--- config.mk ---
export PLATFORM = sky130hd
export DESIGN_NAME = cci_ctrl
export DESIGN_NICKNAME = d
export VERILOG_FILES = /design/src/include/cci_pkg.sv /design/src/include/cci_entry_if.sv /design/src/verilog/cci_ctrl.sv /design/src/verilog/cci_tag_store.sv
export SDC_FILE = /design/constraint.sdc
export NUM_CORES = 1
export LEC_CHECK = 0
export ABC_AREA = 1
export BUFFER_PORTS_ARGS = -buffer_cell sky130_fd_sc_hd__buf_2
export CAP_MARGIN = 5
export CELL_PAD_IN_SITES_DETAIL_PLACEMENT = 0
export CELL_PAD_IN_SITES_GLOBAL_PLACEMENT = 2
export CORE_MARGIN = 2
export CORE_UTILIZATION = 39
export CTS_BUF_LIST = sky130_fd_sc_hd__clkbuf_4
export CTS_CLUSTER_DIAMETER = 80
export DETAILED_ROUTE_END_ITERATION = 8
export PLACE_DENSITY = 0.81
export SETUP_SLACK_MARGIN = 0.15
export SYNTH_ARGS = -nofsm -noshare
export SYNTH_HDL_FRONTEND = slang
export SYNTH_SLANG_ARGS = --single-unit
--- constraint.sdc ---
create_clock -name i_sys_clk -period 3.58 [get_ports i_sys_clk]
set_input_delay 0.179 -clock i_sys_clk [delete_from_list [all_inputs] [get_ports i_sys_clk]]
set_output_delay 0.179 -clock i_sys_clk [all_outputs]
set_load 0.03 [all_outputs]
--- src/include/cci_pkg.sv ---
// package for the configuration cache invalidation block
package cci_pkg;
    localparam int STREAM_W = 8;
    localparam int SUBSTREAM_W = 4;
    localparam int VM_IDENTIFIER_W = 8;
    localparam int ENTRIES = 8;
    localparam int IDX_W = 3;
    localparam int RANGE_W = 5;
    localparam logic [RANGE_W-1:0] RANGE_ALL = 5'h1F;
    localparam logic [SUBSTREAM_W-1:0] SUBSTREAM_ZERO = 4'h0;
    localparam logic [IDX_W-1:0] IDX_LAST = 3'h7;
    localparam logic [IDX_W-1:0] IDX_ZERO = 3'h0;

    typedef enum logic [3:0] {
        OP_NONE = 4'h0,
        OP_ONE_DESC = 4'h1,
        OP_STREAM_DESC = 4'h2,
        OP_PART_MAP = 4'h3,
        OP_ALL_CONFIG = 4'h4,
        OP_STREAM_ENTRY = 4'h5,
        OP_STREAM_RANGE = 4'h6,
        OP_SYNC = 4'h7
    } cci_op_t;

    typedef enum logic [1:0] {
        ST_IDLE = 2'b00,
        ST_WALK = 2'b01,
        ST_DONE = 2'b11
    } cci_state_t;

    // decoded command queue entry
    typedef struct packed {
        cci_op_t op;
        logic sec;
        logic [STREAM_W-1:0] stream;
        logic [SUBSTREAM_W-1:0] substream;
        logic leaf;
        logic [RANGE_W-1:0] range;
        logic [VM_IDENTIFIER_W-1:0] vm_identifier;
    } cci_cmd_t;

    // one cached configuration entry
    typedef struct packed {
        logic valid;
        logic is_l1;
        logic is_pmap;
        logic sec;
        logic [STREAM_W-1:0] stream;
        logic [SUBSTREAM_W-1:0] substream;
        logic [VM_IDENTIFIER_W-1:0] vm_identifier;
    } cci_entry_t;
endpackage

--- src/include/cci_entry_if.sv ---
// entry match port between the controller and the tag store
`timescale 1ns/1ns
interface cci_entry_if;
    import cci_pkg::*;
    logic [IDX_W-1:0] idx;
    logic kill;
    logic wr;
    cci_entry_t wdata;
    cci_entry_t rdata;
    modport ctrl (output idx, output kill, output wr, output wdata, input rdata);
    modport store (input idx, input kill, input wr, input wdata, output rdata);
endinterface

--- src/verilog/cci_ctrl.sv ---
// configuration cache invalidation controller
//
// Function
// - one-descriptor invalidate drops descriptor cached from table index x of stream
// - substream 0 drops table entry 0 regardless of default-substream role
// - out-of-range substream may do nothing or hit another index
// - leaf 0 also drops first-level descriptor pointer for target
// - leaf 1 may keep first-level pointers; here they are always dropped
// - descriptor invalidations raise illegal-command error without first stage
// - descriptor entries are tagged by stream and substream, not address
// - stream-descriptors invalidate drops all descriptors and pointers of stream
// - partition-map invalidate drops partition-map cache data for vm
// - partition-map invalidate illegal without support or bad selector
// - invalidate-all acts as stream range 31, stream ignored
// - invalidate-all also drops all vm-indexed data of security state
// - invalidate-all is a true flush, not a range walk
// - default-substream 0b10 entry 0 dropped by substream 0 command
// - sync consumed only once earlier invalidations have finished
// - range covers aligned block of two to range-plus-one streams
`timescale 1ns/1ns
module cci_ctrl
    import cci_pkg::*;
(
    input wire logic i_sys_clk,
    input wire logic i_resetn,
    input wire logic i_cmd_valid,
    input wire logic [3:0] i_cmd_opcode,
    input wire logic i_cmd_security_selector,
    input wire logic [STREAM_W-1:0] i_cmd_stream_number,
    input wire logic [SUBSTREAM_W-1:0] i_cmd_substream_index,
    input wire logic i_cmd_leaf,
    input wire logic [RANGE_W-1:0] i_cmd_range,
    input wire logic [VM_IDENTIFIER_W-1:0] i_cmd_vm_identifier,
    input wire logic i_fill_valid,
    input wire logic [IDX_W-1:0] i_fill_index,
    input wire cci_entry_t i_fill_entry,
    input wire logic i_stage1_implemented,
    input wire logic i_partition_supported,
    input wire logic i_sec_partition_supported,
    input wire logic i_sec_queue,
    output logic o_cmd_ready,
    output logic o_busy,
    output logic o_illegal_command_error,
    output logic o_sync_done
);
    typedef struct packed {
        cci_state_t st;
        cci_cmd_t cmd;
        logic [IDX_W-1:0] idx;
        logic flush;
        logic ready;
        logic busy;
        logic err;
        logic sync;
    } cci_ctrl_t;

    cci_ctrl_t s_q;
    cci_ctrl_t s_d;
    cci_entry_if ent ();

    cci_tag_store u_store (
        .i_sys_clk(i_sys_clk),
        .i_resetn(i_resetn),
        .port(ent.store)
    );

    cci_cmd_t dec;
    logic [STREAM_W-1:0] rmask;
    logic hit;
    logic legal;
    cci_entry_t e;

    always_comb begin
        dec.op = cci_op_t'(i_cmd_opcode);
        dec.sec = i_cmd_security_selector;
        dec.stream = i_cmd_stream_number;
        dec.substream = i_cmd_substream_index;
        dec.leaf = i_cmd_leaf;
        dec.range = i_cmd_range;
        dec.vm_identifier = i_cmd_vm_identifier;
    end

    // a nonsecure queue may not name the secure state; checked here for partition-map commands only
    always_comb begin
        legal = 1'b1;
        case (dec.op)
            OP_ONE_DESC, OP_STREAM_DESC: legal = i_stage1_implemented;
            OP_PART_MAP: legal = i_partition_supported && (!dec.sec || i_sec_partition_supported) &&
                (i_sec_queue || !dec.sec);
            default: legal = 1'b1;
        endcase
    end

    // aligned range mask: low range+1 bits ignored
    always_comb begin
        rmask = '1;
        for (int b = 0; b < STREAM_W; b++) begin
            if (b <= int'(s_q.cmd.range)) begin
                rmask[b] = 1'b0;
            end
        end
    end

    // match of the entry currently read during the walk
    // only entries of the commanded security state can match
    always_comb begin
        e = ent.rdata;
        hit = 1'b0;
        if (e.valid && e.sec == s_q.cmd.sec) begin
            case (s_q.cmd.op)
                // table index compare only; an out-of-range index simply misses
                // pointers for the stream dropped with either leaf value
                OP_ONE_DESC: hit = !e.is_pmap && e.stream == s_q.cmd.stream &&
                    (e.is_l1 || e.substream == s_q.cmd.substream);
                OP_STREAM_DESC: hit = !e.is_pmap && e.stream == s_q.cmd.stream;
                OP_PART_MAP: hit = e.is_pmap && e.vm_identifier == s_q.cmd.vm_identifier;
                OP_STREAM_ENTRY: hit = !e.is_pmap && e.stream == s_q.cmd.stream;
                OP_STREAM_RANGE: hit = !e.is_pmap && ((e.stream & rmask) == (s_q.cmd.stream & rmask));
                default: hit = 1'b0;
            endcase
        end
    end

    always_comb begin
        s_d = s_q;
        s_d.err = 1'b0;
        s_d.sync = 1'b0;
        ent.idx = s_q.idx;
        ent.kill = 1'b0;
        ent.wr = 1'b0;
        ent.wdata = i_fill_entry;
        case (s_q.st)
            ST_IDLE: begin
                if (i_fill_valid) begin
                    ent.idx = i_fill_index;
                    ent.wr = 1'b1;
                end
                // a fill landing in the same cycle as an accepted invalidation is dropped
                if (i_cmd_valid && s_q.ready) begin
                    if (!legal) begin
                        s_d.err = 1'b1;
                    end else if (dec.op == OP_SYNC) begin
                        s_d.sync = 1'b1;
                    end else if (dec.op != OP_NONE) begin
                        s_d.cmd = dec;
                        // everything of the state goes, so flush without compares
                        s_d.flush = (dec.op == OP_ALL_CONFIG) ||
                            (dec.op == OP_STREAM_RANGE && dec.range == RANGE_ALL);
                        s_d.idx = IDX_ZERO;
                        s_d.ready = 1'b0;
                        s_d.busy = 1'b1;
                        s_d.st = ST_WALK;
                        ent.idx = IDX_ZERO;
                        ent.wr = 1'b0;
                    end
                end
            end
            ST_WALK: begin
                // fills are ignored while walking; sync waits for ST_IDLE so it follows every kill
                // every kill names the commanded security state; the store spares other state
                ent.wdata = '0;
                ent.wdata.sec = s_q.cmd.sec;
                if (s_q.flush) begin
                    // read data lags the index, so the flush leaves the state check to the store
                    ent.idx = s_q.idx;
                    ent.kill = 1'b1;
                    s_d.idx = s_q.idx + 3'h1;
                    if (s_q.idx == IDX_LAST) begin
                        s_d.st = ST_DONE;
                    end
                end else begin
                    // read data lags index by one cycle; on a miss the read for idx+1 is issued now
                    ent.kill = hit;
                    ent.idx = hit ? s_q.idx : s_q.idx + 3'h1;
                    if (!hit) begin
                        s_d.idx = s_q.idx + 3'h1;
                        if (s_q.idx == IDX_LAST) begin
                            s_d.st = ST_DONE;
                        end
                    end
                end
            end
            ST_DONE: begin
                s_d.ready = 1'b1;
                s_d.busy = 1'b0;
                s_d.flush = 1'b0;
                s_d.st = ST_IDLE;
            end
            default: s_d.st = ST_IDLE;
        endcase
    end

    always_ff @(posedge i_sys_clk or negedge i_resetn) begin
        if (!i_resetn) begin
            s_q <= '{
                st: ST_IDLE,
                cmd: '0,
                idx: IDX_ZERO,
                flush: 1'b0,
                ready: 1'b1,
                busy: 1'b0,
                err: 1'b0,
                sync: 1'b0
            };
        end else begin
            s_q <= s_d;
        end
    end

    // busy has its own flop so no output passes through logic
    assign o_cmd_ready = s_q.ready;
    assign o_busy = s_q.busy;
    assign o_illegal_command_error = s_q.err;
    assign o_sync_done = s_q.sync;
endmodule

--- src/verilog/cci_tag_store.sv ---
// tag store of cached configuration entries, registered read data
`timescale 1ns/1ns
module cci_tag_store
    import cci_pkg::*;
(
    input wire logic i_sys_clk,
    input wire logic i_resetn,
    cci_entry_if.store port
);
    typedef struct packed {
        cci_entry_t [ENTRIES-1:0] mem;
        cci_entry_t rd;
    } cci_store_t;

    cci_store_t s_q;
    cci_store_t s_d;

    always_comb begin
        s_d = s_q;
        // a kill clears only the valid bit of the entry in one edge; the other fields are kept
        if (port.kill) begin
            // wdata.sec carries the state being invalidated; entries of the other state survive
            if (s_q.mem[port.idx].sec == port.wdata.sec) begin
                s_d.mem[port.idx].valid = 1'b0;
            end
        end else if (port.wr) begin
            s_d.mem[port.idx] = port.wdata;
        end
        s_d.rd = s_d.mem[port.idx];
    end

    always_ff @(posedge i_sys_clk or negedge i_resetn) begin
        if (!i_resetn) begin
            s_q <= '0;
        end else begin
            s_q <= s_d;
        end
    end

    assign port.rdata = s_q.rd;
endmodule
==> run metrics <==
hold crit path type input pin to flop; Max Cap Viol 0; count leader, synth nand2_1; Startpoint Class flop; largest net degree at the start of global routing 98; syn_nets 1454; sequential share of the synthesized area 54.47%; first-pass GRT wire length 58190 um; required time worst endpoint 4.05 ns; min Tclk post-route 3.307 ns; post-synth cell types 47; GRT Overall Usage 24.42%; max-slew violations 0; final period utilization 92.37%; clk slew on worst S/H paths 0.06 ns; CP arrival 3.78 ns; Post-synth top cells 418 x nand2_1, 255 x dfrtp_1, 132 x inv_1; Layout area overhead 25.80%; number of buffers created by CTS 75; Core Footprint 29640 um^2; share of layout cells above drive strength 1 19.59%; EDFF count, synth 0; Design Power 0.007759 W; Final GP Congestion 0.7836; Worst Skew 0.05397 ns; setup TNS 0 ns; fmax 302.4 MHz; Port Buffers 68; DRT Pass-1 Iters 5; Synth area leader dfrtp_1; Detail Route Antenna Nets 0; post-layout util 49.92%; PwrDens 524.4 nW/um^2; Synth Flop Type dfrtp_1; status complete, no violations; synth warn 0; Critical Path Fanout Max 6; initial antenna violation count 3; RSZ-0062 raised after global routing true; num rows 63; asr flop ratio synth 100.0%; flops & latches, synth 256; Post-Layout Inst Area 14800 um^2; Max H-tree Level 3; Initial Utilization 39.69%; Max clock buf depth 3; Die X 177.7 um; VDD IR max 0.2850 mV; Syn Area/Cell 8.487 um^2; leakage power 7.376 nW; # nets final 1672; CTS tree built; Root Buffer clkbuf_4; element type at the critical path end flop; Final Hold Viols 0; die footprint 31560 um^2; final worst-path setup slack 0.2731 ns; # IOs 70; WL final 38270 um; post-DP HPWL 23220 um; setup violators final 0; Synth area leaders dfrtp_1 54%, nand2_1 13%, inv_1 4.2%; Synth top area share 54.25%; 1st-iter DRT viols 712; worst setup path class flop to flop; Slew headroom 40.98%; Clk Latency, worst-skew pair 0.72 ns; die height 177.7 um; total grt overflow 0; WL per Instance 18.66 um; synthesized cell area 11760 um^2; routed vias/inst 4.941; Sink Count 256; final routed DRC violation total 0; Via Count 10130; Post-DP Area 12800 um^2; Mapped Cells 1386; vias in the first global route 10300; Place WS 0.1231 ns; Worst Tran Pin Value 0.8844 ns
critical path, cell delays in order (launching register included):
cell      delay (ns)
dfrtp_1         0.38
or2_1           0.25
nand2_1         0.09
nand3_2         0.06
nor3_2          0.17
nand2_1         0.08
nand3_2         0.10
nand2_4         0.08
nand2_4         0.10
nand2_8         0.07
o211ai_4        0.31
buf_6           0.17
nand3_4         0.08
inv_4           0.11
nand2_8         0.07
buf_12          0.19
nand2_1         0.07
o21ai_2         0.06
a22o_1          0.20
nor2_1          0.11
nand4_1         0.29
power by group:
group	switching (W)	leakage, nW	internal, W	total, W
logic	0.000748	3.68	0.000488	0.00124
clock network	0.00129	0.599	0.00167	0.00296
registers	0.000172	3.10	0.00339	0.00356
total	0.00221	7.38	0.00554	0.00776
sequential cells by signal, summed over array words and instances (netlist names):
| name | count |
|---|---|
| u_store.s_q | 192 |
| s_q | 36 |
| u_store.port.rdata | 24 |
| o_busy | 1 |
| o_cmd_ready | 1 |
| o_illegal_command_error | 1 |
| o_sync_done | 1 |
metrics by stage:
step | instances | hold slack, ns
2_1_floorplan | 1386 | -0.1166
3_3_place_gp | 1840 | 0.2854
3_5_place_dp | 1840 | 0.2813
4_1_cts | 2030 | 0.01131
5_1_grt | 2051 | 0.08593
6_report | 2051 | 0.06691
path summary, 6_finish.rpt:
check | startpoint | to | slack (ns) | cells past startpoint
min in group asynchronous | i_resetn | o_sync_done$_DFF_PN0_ | 0.11 | 2
setup / recovery | u_store.port.rdata[16]$_DFF_PN0_ | u_store.port.rdata[14]$_DFF_PN0_ | 0.27 | 20
hold reg to reg | u_store.s_q[194]$_DFF_PN0_ | u_store.s_q[194]$_DFF_PN0_ | 0.48 | 2
hold / removal | i_fill_entry[20] | u_store.s_q[188]$_DFF_PN0_ | 0.07 | 6
setup reg to reg | u_store.port.rdata[16]$_DFF_PN0_ | u_store.port.rdata[14]$_DFF_PN0_ | 0.27 | 20
max in group asynchronous | i_resetn | s_q[20]$_DFFE_PN0P_ | 2.45 | 3
what timing repair did:
item,in CTS,in global routing
hold endpoints to repair,264,0
endpoints found under the setup margin,4,23
cloned,0,3
setup buffers,0,16
hold buffers,58,0
resized for setup,1,51
pin swaps,0,14
layer usage:
metal,up-vias,global-route usage (%),share of wire (%)
met2,258,39.42,46
met1,4775,33.61,47
met3,68,4.006,4.9
met5,-,0,0
met4,0,7.753,2.1
li1,5032,-,-
kinds of logic (layout without fill, tap and decap cells):
family,after synthesis,in the layout,synth area share (%)
DFF,256,256,54.47
muxes,3,3,0.2872
xor gates and xnor gates,6,6,0.4468
adders and majority gates,2,2,0.2127
and+or+nand+nor,609,609,21.74
AOI/OAI and AO/OA,307,307,15.81
other,0,2,0
buffers and inverters,203,476,7.031
placed cells by master (no fill, tap or decap), drive strengths merged, types with 3 or more instances in the layout:
cell	n
a22oi	6
or2	7
inv	143
o21ai	148
bufinv	3
nor3	11
o22ai	28
clkinv	14
nand3b	5
nor2	98
a21oi	54
o221ai	3
o22a	8
clkbuf	117
nand2	431
a22o	22
dfrtp	255
a2bb2oi	12
buf	141
xnor2	4
o21a	6
nand4	19
a221oi	3
nand3	37
dlygate4sd3	58
mux2	3
o211ai	15
cell type report:
cell class | count | area [um^2]
Inverter | 143 | 548.0
Clock buffer | 115 | 863.3
Multi-Input combinational cell | 927 | 4687
Tap cell | 390 | 488.0
Sequential cell | 256 | 6407
Timing Repair Buffer | 201 | 1655
Fill cell | 2942 | 14840
Clock inverter | 17 | 142.6
Antenna cell | 2 | 5.005
(Power assumes the default switching activity.)
